==> config.mk <==
export PLATFORM = sky130hd
export DESIGN_NAME = calseq_top
export DESIGN_NICKNAME = d
export VERILOG_FILES = /design/src/calseq_pkg.sv /design/src/calseq_top.sv
export SDC_FILE = /design/constraint.sdc
export NUM_CORES = 1
export LEC_CHECK = 0
export BUFFER_PORTS_ARGS = -buffer_cell sky130_fd_sc_hd__buf_4
export CORE_MARGIN = 4
export CORE_UTILIZATION = 40
export CTS_CLUSTER_SIZE = 10
export DETAILED_ROUTE_END_ITERATION = 8
export HOLD_SLACK_MARGIN = 0.05
export PLACE_DENSITY = 0.61
export SLEW_MARGIN = 20
export SYNTH_ARGS = -nofsm -noshare
export SYNTH_HDL_FRONTEND = slang
export SYNTH_SLANG_ARGS = --single-unit
export TNS_END_PERCENT = 1
==> constraint.sdc <==
create_clock -name clk -period 5.5 [get_ports clk]
set_clock_uncertainty 0.1 [all_clocks]
set_input_delay 0.275 -clock clk [delete_from_list [all_inputs] [get_ports clk]]
set_output_delay 0.275 -clock clk [all_outputs]
set_load 0.02 [all_outputs]
==> src/calseq_pkg.sv <==
// calibration mode sequencer: shared constants, register map and types
// assumes a 32-bit axi4-lite register bus and a single 100 MHz clock
package calseq_pkg;

    // ==========================================================
    // register map (word indices; byte address is four times the index)
    localparam int ADDR_W = 8;
    localparam logic [2:0] IDX_MODE = 3'h0;
    localparam logic [2:0] IDX_STATUS = 3'h1;
    localparam logic [2:0] IDX_ZS_COEF = 3'h2;
    localparam logic [2:0] IDX_FS_COEF = 3'h3;
    localparam logic [2:0] IDX_DATA = 3'h4;
    localparam logic [2:0] IDX_IRQ_STAT = 3'h5;
    localparam logic [2:0] IDX_IRQ_MASK = 3'h6;

    // ==========================================================
    // mode register fields
    localparam int MODE_LSB = 0;
    localparam int CHAN_LSB = 3;
    localparam int GAIN_LSB = 6;
    localparam int CTRL_W = 9;
    localparam logic [CTRL_W-1:0] CTRL_RST = 9'h000;
    localparam logic [2:0] MODE_NORMAL = 3'h0;
    localparam logic [2:0] MODE_SELF = 3'h1;
    localparam logic [2:0] MODE_BG = 3'h5;
    localparam logic [2:0] MODE_ZS_SELF = 3'h6;
    localparam logic [2:0] MODE_FS_SELF = 3'h7;

    // ==========================================================
    // sequencing and event constants
    localparam int WORD_W = 24;
    localparam logic [2:0] BG_ZERO_CYCLES = 3'h5;
    localparam logic [1:0] STEP_RST = 2'h0;
    localparam logic [WORD_W-1:0] COEF_RST = 24'h000000;
    localparam int EV_WORD = 0;
    localparam int EV_SELFCAL = 1;
    localparam int EV_BGCOEF = 2;
    localparam int NUM_EV = 3;
    localparam logic [1:0] RESP_OKAY = 2'h0;
    localparam logic [1:0] RESP_SLVERR = 2'h2;

    typedef enum logic [1:0] {KIND_CONV, KIND_ZERO, KIND_FULL} calseq_kind_t;

endpackage : calseq_pkg

==> src/calseq_top.sv <==
// calibration mode sequencer: chooses conversion or calibration cycles per the mode field
// assumes a filter core on the same clock that runs one cycle per start pulse and returns a word
// Overview of operation
// - mode code 101 enters background calibration on the selected channel
// - background mode keeps doing zero-scale calibrations at selected gain, inputs shorted
// - background mode interleaves calibration cycles so output word rate drops sixfold
// - background zero-scale coefficient register updates itself as calibration cycles finish
// - mode code 110 runs zero-scale self-calibration, selected channel and gain, inputs shorted
// - zero-scale self-calibration is one step, then mode bits clear to 000
// - ready goes high at zero-scale calibration start, low when new word is stored
// - mode code 111 runs full-scale self-calibration on reference divided by gain
// - full-scale self-calibration is one step, then mode bits clear to 000
// - ready rises at full-scale calibration start, falls when fresh word is stored
// - mode code 001 runs zero-scale then full-scale calibration, then clears mode bits
//
// Added by the designer: the register offsets and register access over AXI4-Lite.
`timescale 1ns/1ps
`default_nettype none
module calseq_top
    import calseq_pkg::*;
(
    input wire logic clk,
    input wire logic rst_n,
    input wire logic s_axi_awvalid,
    output logic s_axi_awready,
    input wire logic [ADDR_W-1:0] s_axi_awaddr,
    input wire logic [2:0] s_axi_awprot,
    input wire logic s_axi_wvalid,
    output logic s_axi_wready,
    input wire logic [31:0] s_axi_wdata,
    input wire logic [3:0] s_axi_wstrb,
    output logic s_axi_bvalid,
    input wire logic s_axi_bready,
    output logic [1:0] s_axi_bresp,
    input wire logic s_axi_arvalid,
    output logic s_axi_arready,
    input wire logic [ADDR_W-1:0] s_axi_araddr,
    input wire logic [2:0] s_axi_arprot,
    output logic s_axi_rvalid,
    input wire logic s_axi_rready,
    output logic [31:0] s_axi_rdata,
    output logic [1:0] s_axi_rresp,
    output logic cycle_start,
    output calseq_kind_t cycle_kind,
    output logic inputs_shorted,
    output logic ref_div_gain,
    output logic [2:0] channel_sel,
    output logic [2:0] gain_code,
    input wire logic cycle_done,
    input wire logic [WORD_W-1:0] cycle_word,
    output logic result_ready_n,
    output logic irq
);

    // ==========================================================
    // address decode, shared by the write and read paths
    function automatic logic [3:0] reg_sel(input logic [ADDR_W-1:0] a);
        logic hit;
        hit = (a[7:5] == 3'h0) && (a[1:0] == 2'h0) && (a[4:2] != 3'h7);
        return {hit, a[4:2]};
    endfunction : reg_sel

    typedef enum logic {ST_ISSUE, ST_WAIT} calseq_state_t;

    calseq_state_t st_q;
    logic aw_got_q, w_got_q, awready_q, wready_q, bvalid_q, arready_q, rvalid_q;
    logic [ADDR_W-1:0] awaddr_q;
    logic [31:0] wdata_q, rdata_q;
    logic [3:0] wstrb_q;
    logic [1:0] bresp_q, rresp_q;
    logic [CTRL_W-1:0] ctrl_q;
    logic [NUM_EV-1:0] irq_mask_q, irq_stat_q, irq_stat_d, ev;
    logic [WORD_W-1:0] zs_coef_q, fs_coef_q, data_q;
    logic [1:0] step_q;
    logic [2:0] bg_cnt_q;
    logic start_q, shorted_q, refdiv_q, ready_n_q, irq_q;
    calseq_kind_t kind_q, kind_d;
    logic hs_aw, hs_w, hs_ar, do_wr, wr_mode, rd_data, rd_stat, done_conv, selfcal_mode;
    logic [3:0] wsel, rsel;
    logic [2:0] mode;

    assign mode = ctrl_q[MODE_LSB +: 3];
    assign hs_aw = s_axi_awvalid && awready_q;
    assign hs_w = s_axi_wvalid && wready_q;
    assign hs_ar = s_axi_arvalid && arready_q;
    assign do_wr = aw_got_q && w_got_q && !bvalid_q;
    assign wsel = reg_sel(awaddr_q);
    assign rsel = reg_sel(s_axi_araddr);
    assign wr_mode = do_wr && wsel[3] && (wsel[2:0] == IDX_MODE);
    assign rd_data = hs_ar && rsel[3] && (rsel[2:0] == IDX_DATA);
    assign rd_stat = hs_ar && rsel[3] && (rsel[2:0] == IDX_IRQ_STAT);
    assign selfcal_mode = (mode == MODE_SELF) || (mode == MODE_ZS_SELF) || (mode == MODE_FS_SELF);
    assign done_conv = (st_q == ST_WAIT) && cycle_done && (kind_q == KIND_CONV);

    // ==========================================================
    // axi4-lite write channel: address and data taken in either order
    always_ff @(posedge clk or negedge rst_n) begin
        if (!rst_n) begin
            aw_got_q <= 1'b0;
            w_got_q <= 1'b0;
            awready_q <= 1'b0;
            wready_q <= 1'b0;
            bvalid_q <= 1'b0;
            bresp_q <= RESP_OKAY;
            awaddr_q <= '0;
            wdata_q <= '0;
            wstrb_q <= '0;
        end else begin
            if (hs_aw) begin
                aw_got_q <= 1'b1;
                awaddr_q <= s_axi_awaddr;
            end else if (do_wr) begin
                aw_got_q <= 1'b0;
            end
            if (hs_w) begin
                w_got_q <= 1'b1;
                wdata_q <= s_axi_wdata;
                wstrb_q <= s_axi_wstrb;
            end else if (do_wr) begin
                w_got_q <= 1'b0;
            end
            // ready stays low while a word is held, so one write at a time
            awready_q <= !(aw_got_q || hs_aw) && !bvalid_q && !do_wr;
            wready_q <= !(w_got_q || hs_w) && !bvalid_q && !do_wr;
            if (do_wr) begin
                bvalid_q <= 1'b1;
                bresp_q <= wsel[3] ? RESP_OKAY : RESP_SLVERR;
            end else if (bvalid_q && s_axi_bready) begin
                bvalid_q <= 1'b0;
            end
        end
    end

    // ==========================================================
    // axi4-lite read channel, one cycle from address to data
    always_ff @(posedge clk or negedge rst_n) begin
        if (!rst_n) begin
            arready_q <= 1'b0;
            rvalid_q <= 1'b0;
            rdata_q <= '0;
            rresp_q <= RESP_OKAY;
        end else begin
            if (hs_ar) begin
                rvalid_q <= 1'b1;
                rresp_q <= rsel[3] ? RESP_OKAY : RESP_SLVERR;
                if (!rsel[3]) begin
                    // unmapped addresses alias a real index, so blank them rather than leak it
                    rdata_q <= 32'h00000000;
                end else begin
                    case (rsel[2:0])
                        IDX_MODE: rdata_q <= {23'h000000, ctrl_q};
                        IDX_STATUS: rdata_q <= {25'h0000000, bg_cnt_q, step_q, (st_q == ST_WAIT), ready_n_q};
                        IDX_ZS_COEF: rdata_q <= {8'h00, zs_coef_q};
                        IDX_FS_COEF: rdata_q <= {8'h00, fs_coef_q};
                        IDX_DATA: rdata_q <= {8'h00, data_q};
                        IDX_IRQ_STAT: rdata_q <= {29'h00000000, irq_stat_q};
                        IDX_IRQ_MASK: rdata_q <= {29'h00000000, irq_mask_q};
                        default: rdata_q <= 32'h00000000;
                    endcase
                end
            end else if (rvalid_q && s_axi_rready) begin
                rvalid_q <= 1'b0;
            end
            arready_q <= !rvalid_q && !hs_ar;
        end
    end

    // ==========================================================
    // mode, channel and gain; software write beats the hardware clear
    always_ff @(posedge clk or negedge rst_n) begin
        if (!rst_n) begin
            ctrl_q <= CTRL_RST;
            irq_mask_q <= '0;
        end else begin
            if (wr_mode) begin
                if (wstrb_q[0]) ctrl_q[7:0] <= wdata_q[7:0];
                if (wstrb_q[1]) ctrl_q[8] <= wdata_q[8];
            end else if (done_conv && selfcal_mode && (step_q != STEP_RST)) begin
                ctrl_q[MODE_LSB +: 3] <= MODE_NORMAL;
            end
            if (do_wr && wsel[3] && (wsel[2:0] == IDX_IRQ_MASK) && wstrb_q[0]) begin
                irq_mask_q <= wdata_q[NUM_EV-1:0];
            end
        end
    end

    // ==========================================================
    // cycle kind for the next filter cycle
    always_comb begin
        kind_d = KIND_CONV;
        case (mode)
            MODE_SELF: kind_d = (step_q == 2'h0) ? KIND_ZERO : (step_q == 2'h1) ? KIND_FULL : KIND_CONV;
            MODE_ZS_SELF: kind_d = (step_q == 2'h0) ? KIND_ZERO : KIND_CONV;
            MODE_FS_SELF: kind_d = (step_q == 2'h0) ? KIND_FULL : KIND_CONV;
            // five zero-scale cycles per word: one word in six cycles
            MODE_BG: kind_d = (bg_cnt_q < BG_ZERO_CYCLES) ? KIND_ZERO : KIND_CONV;
            default: kind_d = KIND_CONV;
        endcase
    end

    // ==========================================================
    // cycle sequencer
    always_ff @(posedge clk or negedge rst_n) begin
        if (!rst_n) begin
            st_q <= ST_ISSUE;
            start_q <= 1'b0;
            kind_q <= KIND_CONV;
            shorted_q <= 1'b0;
            refdiv_q <= 1'b0;
            step_q <= STEP_RST;
            bg_cnt_q <= 3'h0;
        end else begin
            case (st_q)
                ST_ISSUE: begin
                    start_q <= 1'b1;
                    kind_q <= kind_d;
                    shorted_q <= (kind_d == KIND_ZERO);
                    refdiv_q <= (kind_d == KIND_FULL);
                    st_q <= ST_WAIT;
                end
                ST_WAIT: begin
                    start_q <= 1'b0;
                    if (cycle_done) begin
                        st_q <= ST_ISSUE;
                        if (mode == MODE_BG) begin
                            // count zero-scale results only, so the cycle in flight at the mode write is not one
                            bg_cnt_q <= (kind_q == KIND_ZERO) ? bg_cnt_q + 3'h1 : 3'h0;
                        end
                        if (selfcal_mode && kind_q != KIND_CONV) begin
                            step_q <= step_q + 2'h1;
                        end else if (kind_q == KIND_CONV) begin
                            step_q <= STEP_RST;
                        end
                    end
                end
                default: st_q <= ST_ISSUE;
            endcase
            // a new mode starts its sequence from the top
            if (wr_mode) begin
                step_q <= STEP_RST;
                bg_cnt_q <= 3'h0;
            end
        end
    end

    // ==========================================================
    // coefficients, data word and ready indication
    always_ff @(posedge clk or negedge rst_n) begin
        if (!rst_n) begin
            zs_coef_q <= COEF_RST;
            fs_coef_q <= COEF_RST;
            data_q <= COEF_RST;
            ready_n_q <= 1'b1;
        end else begin
            if ((st_q == ST_WAIT) && cycle_done && kind_q == KIND_ZERO) begin
                zs_coef_q <= cycle_word;
            end
            if ((st_q == ST_WAIT) && cycle_done && kind_q == KIND_FULL) begin
                fs_coef_q <= cycle_word;
            end
            if (done_conv) begin
                data_q <= cycle_word;
                ready_n_q <= 1'b0;
            end else if (st_q == ST_ISSUE && selfcal_mode && step_q == STEP_RST) begin
                ready_n_q <= 1'b1;
            end else if (rd_data) begin
                ready_n_q <= 1'b1;
            end
        end
    end

    // ==========================================================
    // interrupt status: sticky, cleared by read, a new event wins
    assign ev[EV_WORD] = done_conv;
    assign ev[EV_SELFCAL] = done_conv && selfcal_mode && (step_q != STEP_RST);
    assign ev[EV_BGCOEF] = (st_q == ST_WAIT) && cycle_done && kind_q == KIND_ZERO && mode == MODE_BG;
    for (genvar i = 0; i < NUM_EV; i++) begin : g_ev
        assign irq_stat_d[i] = ev[i] || (irq_stat_q[i] && !rd_stat);
    end
    always_ff @(posedge clk or negedge rst_n) begin
        if (!rst_n) begin
            irq_stat_q <= '0;
            irq_q <= 1'b0;
        end else begin
            irq_stat_q <= irq_stat_d;
            irq_q <= |(irq_stat_d & irq_mask_q);
        end
    end

    assign s_axi_awready = awready_q;
    assign s_axi_wready = wready_q;
    assign s_axi_bvalid = bvalid_q;
    assign s_axi_bresp = bresp_q;
    assign s_axi_arready = arready_q;
    assign s_axi_rvalid = rvalid_q;
    assign s_axi_rdata = rdata_q;
    assign s_axi_rresp = rresp_q;
    assign cycle_start = start_q;
    assign cycle_kind = kind_q;
    assign inputs_shorted = shorted_q;
    assign ref_div_gain = refdiv_q;
    assign channel_sel = ctrl_q[CHAN_LSB +: 3];
    assign gain_code = ctrl_q[GAIN_LSB +: 3];
    assign result_ready_n = ready_n_q;
    assign irq = irq_q;

    // ==========================================================
    // checks
    property p_bg_zero;
        @(posedge clk) disable iff (!rst_n)
        (st_q == ST_ISSUE && mode == MODE_BG && bg_cnt_q < BG_ZERO_CYCLES && !wr_mode)
            |=> (start_q && kind_q == KIND_ZERO && shorted_q);
    endproperty
    a_bg_zero: assert property (p_bg_zero) else $error("background cycle not zero-scale");

    property p_bg_rate;
        @(posedge clk) disable iff (!rst_n)
        (start_q && kind_q == KIND_CONV && mode == MODE_BG && !$past(wr_mode)) |-> (bg_cnt_q == BG_ZERO_CYCLES);
    endproperty
    a_bg_rate: assert property (p_bg_rate) else $error("background word not after five cal cycles");

    property p_bg_coef;
        @(posedge clk) disable iff (!rst_n)
        (st_q == ST_WAIT && cycle_done && kind_q == KIND_ZERO) |=> (zs_coef_q == $past(cycle_word));
    endproperty
    a_bg_coef: assert property (p_bg_coef) else $error("zero-scale coefficient not updated");

    property p_zs_start;
        @(posedge clk) disable iff (!rst_n)
        (st_q == ST_ISSUE && mode == MODE_ZS_SELF && step_q == 2'h0 && !wr_mode)
            |=> (ready_n_q && kind_q == KIND_ZERO && shorted_q);
    endproperty
    a_zs_start: assert property (p_zs_start) else $error("zero-scale self-cal start wrong");

    property p_mode_clear;
        @(posedge clk) disable iff (!rst_n)
        (done_conv && selfcal_mode && step_q != 2'h0 && !wr_mode) |=> (mode == MODE_NORMAL && !ready_n_q);
    endproperty
    a_mode_clear: assert property (p_mode_clear) else $error("mode bits not cleared");

    property p_fs_start;
        @(posedge clk) disable iff (!rst_n)
        (st_q == ST_ISSUE && mode == MODE_FS_SELF && step_q == 2'h0 && !wr_mode)
            |=> (ready_n_q && refdiv_q && !shorted_q) ##1 (ready_n_q throughout (st_q == ST_WAIT)[*1]);
    endproperty
    a_fs_start: assert property (p_fs_start) else $error("full-scale self-cal start wrong");

    property p_ready_low;
        @(posedge clk) disable iff (!rst_n)
        done_conv |=> (!ready_n_q && data_q == $past(cycle_word));
    endproperty
    a_ready_low: assert property (p_ready_low) else $error("ready not low with new word");

    property p_self_full;
        @(posedge clk) disable iff (!rst_n)
        (st_q == ST_ISSUE && mode == MODE_SELF && step_q == 2'h1 && !wr_mode) |=> (kind_q == KIND_FULL);
    endproperty
    a_self_full: assert property (p_self_full) else $error("self-cal skipped full-scale step");

    property p_bg_quiet;
        @(posedge clk) disable iff (!rst_n)
        (st_q == ST_WAIT && cycle_done && kind_q == KIND_ZERO && mode == MODE_BG && !rd_data && !wr_mode)
            |=> (ready_n_q == $past(ready_n_q) && mode == MODE_BG);
    endproperty
    a_bg_quiet: assert property (p_bg_quiet) else $error("background cal cycle touched ready or mode");

endmodule : calseq_top
`default_nettype wire

# After elaboration in Yosys (flattened, before gate mapping)
# Index checks and enable logic that the tools add are counted.
[totals]
regBits = 162
input_bits = 90
output_inout_bits = 54
elab_cells = 166
[classes]
addsub = 2
order_cmp = 1
n_eq_ne = 19
muxes = 36
n_bitwise = 2
reduce_logical = 76
[op_table]
columns = ["cell", "count"]
rows = [
  ["case mux 24 bit (7 select lines)", 1],
  ["logical AND 1 bit", 36],
  ["two-way mux 24 bit", 1],
  ["two-way mux 3 bit", 8],
  ["== test 3 bit (second input constant)", 7],
  ["two-way mux 2 bit", 10],
  ["nonzero test 2 bit", 10],
  ["two-way mux 1 bit", 13],
  ["zero test 3 bit", 4],
  ["zero test 2 bit", 4],
  ["case mux 2 bit (4 select lines)", 1],
  ["zero test 1 bit", 7],
  ["logical OR 1 bit", 7],
  ["== test 2 x 1 -> 1 bit (second input constant)", 3],
  ["== test 3 x 1 -> 1 bit (second input constant)", 2],
  ["== test 3 x 2 -> 1 bit (second input constant)", 2],
  ["!= test 3 bit (second input constant)", 2],
  ["AND reduction 2 bit", 3],
  ["AND reduction 3 bit", 2],
  ["nonzero test 3 bit", 2],
  ["== test 2 bit (second input constant)", 2],
  ["case mux 1 bit (2 select lines)", 2],
  ["adder 3 x 1 -> 3 bit (second input constant)", 1],
  ["bitwise AND 3 bit", 1],
  ["other kinds (5)", 5],
]

# Depth between registers and ports, before layout
# Gate-level depths: netlist of run 1.
[logic_depth]
depth_word = 10
mapped_depth = 7

# Worst setup path before layout of run 1
# Ideal clock, no wire load.
[synth_timing]
path_type = "register to register"
from = "register awaddr_q[5]"
to = "register irq_mask_q[0]"
setup_ns = 0.125
arrival_ns = 1.746
t_required_ns = 5.275
setup_slack_ns = 3.529
path_stages_with_launch = 5
n_path_buf = 0
period_less_slack_ns = 1.971
path_cell_list = "dfrtp_1 -> or4_4 -> nor3_1 -> and4_1 -> mux2_2"
[synth_via]
elab_chain_cells = 6
[synth_rtl]
columns = ["element", "line_no", "rtl"]
rows = [
  ["start: declaration", "calseq_top.sv:67", "logic [ADDR_W-1:0] awaddr_q;"],
  ["start signal: assignment", "calseq_top.sv:111", "awaddr_q <= s_axi_awaddr;"],
  ["zero test 3 bit", "calseq_top.sv:59", "hit = (a[7:5] == 3'h0) && (a[1:0] == 2'h0) && (a[4:2] != 3'h7);"],
  ["logical AND 1 bit (2 in series)", "calseq_top.sv:59", ""],
  ["logical AND 1 bit (3 in series)", "calseq_top.sv:181", "if (do_wr && wsel[3] && (wsel[2:0] == IDX_IRQ_MASK) && wstrb_q[0]) begin"],
  ["end signal: assignment", "calseq_top.sv:182", "irq_mask_q <= wdata_q[NUM_EV-1:0];"],
  ["end: declaration", "calseq_top.sv:72", "logic [NUM_EV-1:0] irq_mask_q, irq_stat_q, irq_stat_d, ev;"],
]
# Every way passes these cells.
# A chain may end at the register's enable or synchronous reset.

# Final worst setup path of run 1
[layout_timing]
from = "register st_q"
to = "register ctrl_q[1]"
[layout_via]
elab_chain_cells = 6
[layout_rtl]
columns = ["element", "line_no", "rtl"]
rows = [
  ["start: declaration", "calseq_top.sv:65", "calseq_state_t st_q;"],
  ["start signal: assignment", "calseq_top.sv:205", "st_q <= ST_ISSUE;"],
  ["start signal: assignment", "calseq_top.sv:219", "st_q <= ST_WAIT;"],
  ["start signal: assignment", "calseq_top.sv:224", "st_q <= ST_ISSUE;"],
  ["logical AND 1 bit (2 in series)", "calseq_top.sv:93", "assign done_conv = (st_q == ST_WAIT) && cycle_done && (kind_q == KIND_CONV);"],
  ["logical AND 1 bit (2 in series)", "calseq_top.sv:178", "end else if (done_conv && selfcal_mode && (step_q != STEP_RST)) begin"],
  ["nonzero test 2 bit (no source line)", "n/a", ""],
  ["AND reduction 2 bit (no source line)", "n/a", ""],
  ["end signal: assignment", "calseq_top.sv:176", "if (wstrb_q[0]) ctrl_q[7:0] <= wdata_q[7:0];"],
  ["end: declaration", "calseq_top.sv:71", "logic [CTRL_W-1:0] ctrl_q;"],
]
# Every way passes these cells.

==> results of run 1 <==
## worst max path at each step
stage          slack (ns)   startpoint  depth (start not counted)             to
3_3_place_gp         3.33         st_q                          5      ctrl_q[2]
3_5_place_dp         3.27  awaddr_q[5]                          4      ctrl_q[2]
5_1_grt              3.16        rst_n                          3  zs_coef_q[12]
2_1_floorplan        3.53  awaddr_q[5]                          4  irq_mask_q[0]
6_report             3.29         st_q                          5      ctrl_q[1]
4_1_cts              3.27  awaddr_q[5]                          4      ctrl_q[1]
## metrics by stage
step                      hold WS [ns]  instances  util (%)
after CTS                       0.0890        899      52.2
after floorplan                 -0.121        534         -
after global placement           0.243        820      46.1
final                            0.100        899      52.2
after global routing             0.106        899      52.2
after detailed placement         0.257        820      46.1
## power groups by stage
stage	registers, uW	clock network [uW]	logic [uW]
floorplan	1430	0	317
global placement	1440	0	464
detailed placement	1450	0	482
CTS	1440	1060	512
global route	1460	1110	556
finish	1440	1040	503
## flip-flops by register name (all words and copies together), names as in the netlist, 3 cells and up
signal       cells
zs_coef_q       24
wdata_q          9
data_q          24
bg_cnt_q         3
irq_mask_q       3
irq_stat_q       3
awaddr_q         8
ctrl_q           9
fs_coef_q       24
s_axi_rdata     24
## cell type report
| class | count | area [um^2] |
|---|---|---|
| clock buffers | 28 | 507 |
| clock inverters | 3 | 15.0 |
| fillers | 1457 | 7870 |
| inverters | 10 | 37.5 |
| multi-input cells | 331 | 2670 |
| flip-flops and latches | 152 | 3800 |
| well taps | 220 | 275 |
| repair buffers | 155 | 1290 |
## what timing repair did
action,in CTS,in global routing
resized for setup,0,0
hold buffers,48,0
hold endpoints to repair,171,0
## layer usage
| layer | wire, um | track usage (%) |
|---|---|---|
| met2 | 7380 | 27.3 |
| met5 | 0 | 0 |
| met4 | 255 | 6.04 |
| met3 | 935 | 4.57 |
| met1 | 6860 | 23.0 |
## cell families (layout without fill, tap and decap cells)
family / after synthesis / count (layout)
AOI/OAI and AO/OA: 90 / 90
other: 1 / 10
muxes: 128 / 128
adders and majority gates: 3 / 3
DFF: 152 / 152
buffers and inverters: 51 / 196
and+or+nand+nor: 100 / 100
## layout by cell type, fill, tap and decap left out, types with 7 or more instances in the layout
master,instances
a21oi_1,21
buf_4,106
clkbuf_1,7
clkbuf_16,17
conb_1,10
dfrtp_1,151
dlygate4sd3_1,48
inv_1,10
mux2_2,101
mux2i_1,20
mux4_2,7
nand2_1,36
nor2_1,27
o21ai_0,28
## worst reg2reg max path: stages, from the launching register on
cell	delay, ns
dfrtp_1	0.55
nor4bb_4	0.34
buf_4	0.44
o211a_1	0.32
mux2i_1	0.13
a22o_1	0.22
==> impl_metrics.py, run 1 <==
metrics = {
    "sta": {
        "slew_violations": 0,
        "hold_viol": 0,
        "setup_viol": 0,
        "max-slew-margin-rel_pct": 28.8,
        "worst_slack_ns": 3.29,
        "rsz0062_at_grt": "false",
        "worstMarginPinSlew_ns": 1.07,
        "final.period_utilization_pct": 40.2,
        "fin_tns_setup_ns": 0,
        "timing.fmax_mhz": 452,
        "period_minus_slack_ns": 2.21,
    },
    "logic_synthesis": {
        "synth-compound-area-share_pct": 8.48,
        "yosysTopAreaCell": "dfrtp_1",
        "ys_types": 51,
        "syn_avg_cell_area_um2": 12.7,
        "ys_warn_count": 0,
        "synthMostInstantiatedCell": "dfrtp_1",
        "synth_mux_area_share_pct": 22.4,
        "synth_top_family_by_area": "multiplexers",
        "yosys.area_share.simple_pct": 7.71,
        "synth_top_area_share_pct": 56.5,
        "synth_edf_count": 0,
        "async_reset_ff_share_pct": 100,
        "synth-seq-area-share_pct": 56.9,
        "syn_inst": 525,
        "synthAdderAreaFrac_pct": 0.561,
        "synthXorXnorAreaFrac_pct": 0,
        "synth_common_cells": "151 x dfrtp_1, 101 x mux2_2, 36 x nand2_1",
        "ys.flop_type": "dfrtp_1",
        "ys_ff_latch": 152,
        "synth_area_um2": 6690,
        "synth_area_leaders": "dfrtp_1 57%, mux2_2 17%, mux2i_1 3.0%",
    },
    "pwr": {
        "fin_total_pwr_uw": 2970,
        "p_sw_uw": 769,
        "clock_power_share_pct": 34.8,
        "switching_share_pct": 25.9,
        "p_comb_share_pct": 16.9,
        "vdd_drop_max_uv": 260,
        "pwr-share-seq_pct": 48.3,
        "p_int_uw": 2210,
        "pwr_density_cell_nw_per_um2": 346,
        "cellLeakagePower_uw": 0.00407,
    },
    "outcome": {
        "status": "complete, no violations",
    },
    "clocking": {
        "cts_sinks": 152,
        "htree_levels": 4,
        "cts_setup_buffers": 0,
        "clk_pin_slew_ns": 0.06,
        "cts_buffers": 17,
        "cts.path.max_buffers": 2,
        "cts_tree": "built",
        "clkLatencyLatePin_ns": 0.42,
        "clock-root-buffer": "clkbuf_16",
    },
    "critical_path": {
        "slowest_delay_ns": 0.55,
        "critPathBufInv": 1,
        "worstPathRequired_ns": 5.70,
        "cp_cell_sequence": "nor4bb_4, buf_4, o211a_1, mux2i_1, a22o_1",
        "cp-start-kind": "register",
        "crit_family": "flip-flops",
        "r2r_end": "ctrl_q[1]",
        "end_kind": "register",
        "cp_slowest_cell": "dfrtp_1",
        "crit_arrival_ns": 2.41,
        "ff2ff_path_depth": 5,
        "cp_max_fo": 27,
        "crit_type": "reg2reg",
        "rrSetupSlack_ns": 3.29,
        "r2r-start": "st_q",
    },
    "routing": {
        "drc_errors": 0,
        "firstDrtPassIters": 4,
        "postRouteAntennaNets": 0,
        "wl_per_cell_um": 17.2,
        "drt-initial-drc-count": 214,
        "vias": 4584,
        "avgViaCountPerCell": 5.10,
        "drt_wl_total_um": 15400,
    },
    "die": {
        "die_area_um2": 18800,
        "coreArea_um2": 16500,
        "rows": 47,
        "io-pin-count": 144,
        "die_h_um": 137,
        "start_util_pct": 40.6,
        "dieWidth_um": 137,
    },
    "placement": {
        "routabilityCongestion": 0.842,
        "post-place-ws_ns": 3.27,
        "hpwl_um": 10400,
        "port_buffers": 102,
        "placed_area_um2": 7600,
    },
    "hold_path": {
        "hold_start": "s_axi_arvalid",
        "hp-class": "in2reg",
        "min_path_cells": 3,
        "min_to": "s_axi_arready",
    },
    "global_routing": {
        "grt_max_degree": 79,
        "grt_usage_pct": 17.2,
        "overflow": 0,
        "grt_pass1_vias": 4756,
        "antenna_found_initial": 0,
        "grt_pass1_wl_um": 24700,
    },
    "final_layout": {
        "drive_gt1_share_pct": 36.2,
        "antenna_cells": 0,
        "nets": 760,
        "area_delta_synth_final_pct": 28.6,
        "design_area_um2": 8600,
    },
    "job": {
        "drv_cap": 0,
    },
}
Power figures use the tool's default switching activity.
==> inputs of run 2 (changes only) <==
==> constraint.sdc (replaced) <==
create_clock -name clk -period 2.3 [get_ports clk]
set_clock_uncertainty 0.1 [all_clocks]
set_input_delay 0.115 -clock clk [delete_from_list [all_inputs] [get_ports clk]]
set_output_delay 0.115 -clock clk [all_outputs]
set_load 0.02 [all_outputs]
==> run 2 against run 1 <==
  * Global-route usage grew 0.40 points
  * Flip-flop and latch count unchanged
  * Sequential power grew 140%
  * First-iteration DRC count is 15% higher
  * Worst hold slack improved by 0.014 ns
  * Combinational power grew 150%
  * Utilization is 1.2 points higher
  * Non-clock buffer count is 17 higher
  * Wire length up 1.6%
  * Sequential share of layout area fell by 0.99 points
  * Die area stayed put
==> impl_metrics.py, run 2 (synthesis gave the netlist of run 1 again) <==
metrics = {
    "clocking": {
        "cts_tree": "built",
        "htree_levels": 4,
        "clkLatencyLatePin_ns": 0.41,
        "cts.path.max_buffers": 2,
        "clock-root-buffer": "clkbuf_16",
        "cts_buffers": 17,
        "cts_sinks": 152,
        "clk_pin_slew_ns": 0.06,
    },
    "pwr": {
        "p_int_uw": 5340,
        "pwr-share-seq_pct": 47.5,
        "clock_power_share_pct": 35.4,
        "p_comb_share_pct": 17.1,
        "fin_total_pwr_uw": 7220,
        "pwr_density_cell_nw_per_um2": 821,
        "vdd_drop_max_uv": 604,
        "p_sw_uw": 1880,
        "switching_share_pct": 26.1,
        "cellLeakagePower_uw": 0.00417,
    },
    "die": {
        "coreArea_um2": 16500,
        "die_h_um": 137,
        "io-pin-count": 144,
        "die_area_um2": 18800,
        "dieWidth_um": 137,
        "rows": 47,
        "start_util_pct": 40.6,
    },
    "final_layout": {
        "fillers": 1417,
        "nets": 777,
        "drive_gt1_share_pct": 37.4,
        "antenna_cells": 0,
        "final_common_cell": "dfrtp_1",
        "mostFrequentLayoutCells": "151 x dfrtp_1, 113 x buf_4, 101 x mux2_2, 56 x dlygate4sd3_1, 36 x nand2_1",
        "final_util_pct": 53.4,
        "area_delta_synth_final_pct": 31.6,
    },
    "critical_path": {
        "crit_arrival_ns": 2.43,
        "ff2ff_path_depth": 4,
        "rrSetupSlack_ns": 0.19,
        "crit_type": "in2reg",
        "r2r_end": "irq_stat_q[0]",
        "r2r-start": "st_q",
        "end_kind": "register",
        "worstSetupStartpoint": "s_axi_araddr[7]",
        "setup.worst_path.end": "irq_stat_q[0]",
        "cp_max_fo": 2,
        "worstPathRequired_ns": 2.49,
        "cp-start-kind": "input pin",
    },
    "sta": {
        "slew_violations": 0,
        "rsz0062_at_grt": "false",
        "final.period_utilization_pct": 97.3,
        "max-slew-margin-rel_pct": 52.9,
        "hold_viol": 0,
        "period_minus_slack_ns": 2.24,
        "setup_viol": 0,
        "hold_slack_ns": 0.114,
        "fin_tns_setup_ns": 0,
        "worstMarginPinSlew_ns": 0.705,
        "timing.fmax_mhz": 447,
    },
    "global_routing": {
        "met3_usage_pct": 4.27,
        "grt_usage_pct": 17.6,
        "grt_pass1_wl_um": 25500,
        "overflow": 0,
        "grt-busiest-layer": "met2",
        "antenna_found_initial": 0,
        "grt_max_degree": 62,
        "use_met2_pct": 27.5,
        "met1_usage_pct": 24.2,
        "grt_pass1_vias": 4850,
    },
    "job": {
        "drv_cap": 0,
    },
    "placement": {
        "port_buffers": 102,
        "hpwl_um": 10700,
        "routabilityCongestion": 0.898,
    },
    "outcome": {
        "status": "complete, no violations",
    },
    "routing": {
        "vias": 4706,
        "drt-initial-drc-count": 246,
        "firstDrtPassIters": 4,
        "postRouteAntennaNets": 0,
        "avgViaCountPerCell": 5.14,
        "drc_errors": 0,
        "wl_per_cell_um": 17.1,
        "drt_wl_total_um": 15700,
    },
    "hold_path": {
        "hp-class": "in2reg",
    },
}
-- run 2: changes by cell type in the layout (fill, tap and decap cells not counted), sizes merged --
cell         previous run  this run
buf                   107       116
clkinv                  3         7
bufinv                  0         1
clkbuf                 28        22
clkinvlp                0         1
dlygate4sd3            48        56
-- run 2: worst min-delay path by stage --
stage	start	endpoint	slack [ns]	depth (start not counted)
floorplan	rst_n	aw_got_q	-0.28	0
global placement	rst_n	s_axi_rdata[13]	0.03	1
detailed placement	rst_n	data_q[13]	0.04	1
CTS	s_axi_araddr[5]	result_ready_n	0.08	5
global route	s_axi_araddr[6]	result_ready_n	0.12	5
finish	s_axi_araddr[6]	result_ready_n	0.11	5
-- run 2: power groups by stage --
stage	clock [uW]	sequential, uW	combinational, uW
after floorplan	0	3430	758
after global placement	0	3450	1130
after detailed placement	0	3480	1180
after CTS	2620	3440	1250
after global routing	2740	3490	1360
final	2560	3430	1240
-- run 2: per-stage QoR --
step	instance area (um^2)	instances	worst slack, ns
6_report	8800	916	0.0620
5_1_grt	8800	916	0.0183
4_1_cts	8780	915	0.0940
3_5_place_dp	7680	828	0.210
3_3_place_gp	7680	828	0.253
2_1_floorplan	6720	534	0.329
-- run 2: timing repair --
item / CTS / global route
resized for setup: 0 / 1
setup buffers: 0 / 1
setup endpoints to repair: 0 / 1
hold buffers: 56 / 0
endpoints found under the hold margin: 202 / 0
-- run 2: metal layers --
| metal | wire length [um] | part of all wire (%) |
|---|---|---|
| met4 | 160 | 1.0 |
| met2 | 7560 | 48 |
| met3 | 859 | 5.5 |
| met1 | 7090 | 45 |
| met5 | 0 | 0 |
-- run 2: cell type report --
cell class	instances	area (um^2)	area share, %
clock inverters	9	76.3	0.868
multi-input cells	331	2680	30.4
repair buffers	172	1460	16.6
flip-flops and latches	152	3800	43.3
inverters	10	37.5	0.427
well taps	220	275	3.13
clock buffers	22	464	5.28
-- run 2: worst max-delay path, cell delays in order --
cell           delay (ns)
dlygate4sd3_1        0.54
buf_4                0.14
nor3_2               0.13
dlygate4sd3_1        0.56
nand4b_1             0.17
a21o_1               0.21
dlygate4sd3_1        0.55
==> inputs of run 3 (changes only) <==
--- a/config.mk
+++ b/config.mk
@@ -7,11 +7,11 @@
 export LEC_CHECK = 0
 export BUFFER_PORTS_ARGS = -buffer_cell sky130_fd_sc_hd__buf_4
 export CORE_MARGIN = 4
-export CORE_UTILIZATION = 40
+export CORE_UTILIZATION = 50
 export CTS_CLUSTER_SIZE = 10
 export DETAILED_ROUTE_END_ITERATION = 8
 export HOLD_SLACK_MARGIN = 0.05
-export PLACE_DENSITY = 0.61
+export PLACE_DENSITY = 0.73
 export SLEW_MARGIN = 20
 export SYNTH_ARGS = -nofsm -noshare
 export SYNTH_HDL_FRONTEND = slang
==> run 3 against run 2 <==
  * Clock-buffer cell count unchanged
  * Combinational power about the same
  * Final cell count down 5.6%
  * Setup slack better by 0.0067 ns
  * Power down 0.18%
  * Via count down 0.40%
==> impl_metrics.py, run 3 (synthesis gave the netlist of run 1 again) <==
metrics = {
    "outcome": {
        "status": "complete, no violations",
    },
    "critical_path": {
        "end_kind": "register",
        "cp_max_fo": 2,
        "crit_arrival_ns": 2.43,
        "r2r_end": "irq_mask_q[0]",
        "r2r-start": "awaddr_q[5]",
        "crit_type": "in2reg",
        "ff2ff_path_depth": 4,
        "rrSetupSlack_ns": 0.20,
        "worstPathRequired_ns": 2.50,
        "cp-start-kind": "input pin",
    },
    "sta": {
        "slew_violations": 0,
        "max-slew-margin-rel_pct": 49.8,
        "hold_viol": 0,
        "fin_tns_setup_ns": 0,
        "worstMarginPinSlew_ns": 0.753,
        "final.period_utilization_pct": 97.0,
        "setup_viol": 0,
        "worst_slack_ns": 0.0687,
        "timing.fmax_mhz": 448,
        "hold_slack_ns": 0.0589,
        "period_minus_slack_ns": 2.23,
        "rsz0062_at_grt": "false",
    },
    "final_layout": {
        "area_delta_synth_final_pct": 30.4,
        "final_util_pct": 67.7,
        "final_cells": 865,
        "final_common_cell": "dfrtp_1",
        "antenna_cells": 0,
        "nets": 773,
        "drive_gt1_share_pct": 36.9,
        "mostFrequentLayoutCells": "151 x dfrtp_1, 108 x buf_4, 101 x mux2_2, 56 x dlygate4sd3_1, 36 x nand2_1",
        "fillers": 951,
    },
    "global_routing": {
        "grt_usage_pct": 21.3,
        "grt_max_degree": 61,
        "overflow": 0,
        "antenna_found_initial": 0,
        "grt_pass1_wl_um": 24700,
        "grt_pass1_vias": 4960,
    },
    "routing": {
        "drt-initial-drc-count": 258,
        "vias": 4687,
        "drc_errors": 0,
        "drt_wl_total_um": 15200,
        "avgViaCountPerCell": 5.42,
        "postRouteAntennaNets": 0,
        "wl_per_cell_um": 17.6,
        "firstDrtPassIters": 4,
    },
    "hold_path": {
        "min_path_cells": 4,
        "hp-class": "in2reg",
        "min_to": "irq_stat_q[0]",
        "hold_start": "s_axi_araddr[5]",
    },
    "clocking": {
        "cts.path.max_buffers": 2,
        "htree_levels": 4,
        "cts_sinks": 152,
        "cts_buffers": 17,
        "cts_tree": "built",
        "clock-root-buffer": "clkbuf_16",
        "clk_pin_slew_ns": 0.06,
        "cts_resized": 0,
        "clkLatencyLatePin_ns": 0.42,
        "cts_setup_buffers": 0,
    },
    "die": {
        "dieWidth_um": 124,
        "die_area_um2": 15300,
        "coreArea_um2": 12900,
        "io-pin-count": 144,
        "die_h_um": 124,
        "rows": 41,
        "start_util_pct": 51.9,
    },
    "pwr": {
        "cellLeakagePower_uw": 0.00416,
        "pwr_density_cell_nw_per_um2": 828,
        "vdd_drop_max_uv": 607,
    },
    "placement": {
        "routabilityCongestion": 0.903,
        "port_buffers": 102,
        "dp_cells": 777,
        "post-place-ws_ns": 0.227,
        "hpwl_um": 10100,
    },
    "job": {
        "drv_cap": 0,
    },
}
run 3: power by group:
part	internal [uW]	leakage (uW)	switching, uW	total [uW]
Sequential	3130	0.00199	312	3440
Clock	1530	0.000273	1010	2540
Combinational	687	0.00190	546	1230
Total	5340	0.00416	1870	7210
run 3: layer usage:
metal  part of all wire [%]  vias up  global-route usage, %  routed length [um]
met5                      0        -                      0                   0
met4                    1.4        0                   6.57                 216
met3                    5.8       13                   5.86                 882
met2                     51      139                   36.7                7710
met1                     42     2352                   26.2                6440
li1                       -     2183                      -                   -
run 3: per-stage QoR:
| stage | total power (uW) | instance area, um^2 |
|---|---|---|
| 2_1_floorplan | 4190 | 6720 |
| 3_3_place_gp | 4560 | 7610 |
| 3_5_place_dp | 4640 | 7610 |
| 4_1_cts | 7260 | 8720 |
| 5_1_grt | 7570 | 8710 |
| 6_report | 7210 | 8710 |
run 3: cell type report:
| cell class | count | area [um^2] | share of cell area [%] |
|---|---|---|---|
| tap | 172 | 215 | 2.47 |
| multi-input combinational | 331 | 2670 | 30.7 |
| timing repair buffer | 168 | 1440 | 16.6 |
| clock buffer | 22 | 464 | 5.33 |
| clock inverter | 10 | 77.6 | 0.890 |
| sequential | 152 | 3800 | 43.7 |
| inverter | 10 | 37.5 | 0.431 |
run 3: what timing repair did:
item,4_1_cts,5_1_grt
hold endpoints to repair,212,0
hold buffers,57,0
setup endpoints to repair,0,1
run 3: how the worst max path moves through the flow:
stage,cells past startpoint,endpoint,start,slack (ns)
detailed placement,4,irq_mask_q[0],awaddr_q[5],0.23
finish,7,irq_stat_q[2],s_axi_araddr[6],0.07
global placement,4,irq_mask_q[2],awaddr_q[5],0.26
global route,7,irq_stat_q[2],s_axi_araddr[6],0.008
floorplan,4,irq_mask_q[0],awaddr_q[5],0.33
CTS,7,irq_stat_q[2],s_axi_araddr[7],0.08
run 3: critical path: stages:
cell and delay (ns):
dlygate4sd3_1 0.55, buf_4 0.14, nor2_1 0.10, dlygate4sd3_1 0.57
nand4b_1 0.17, a21o_1 0.23, dlygate4sd3_1 0.56
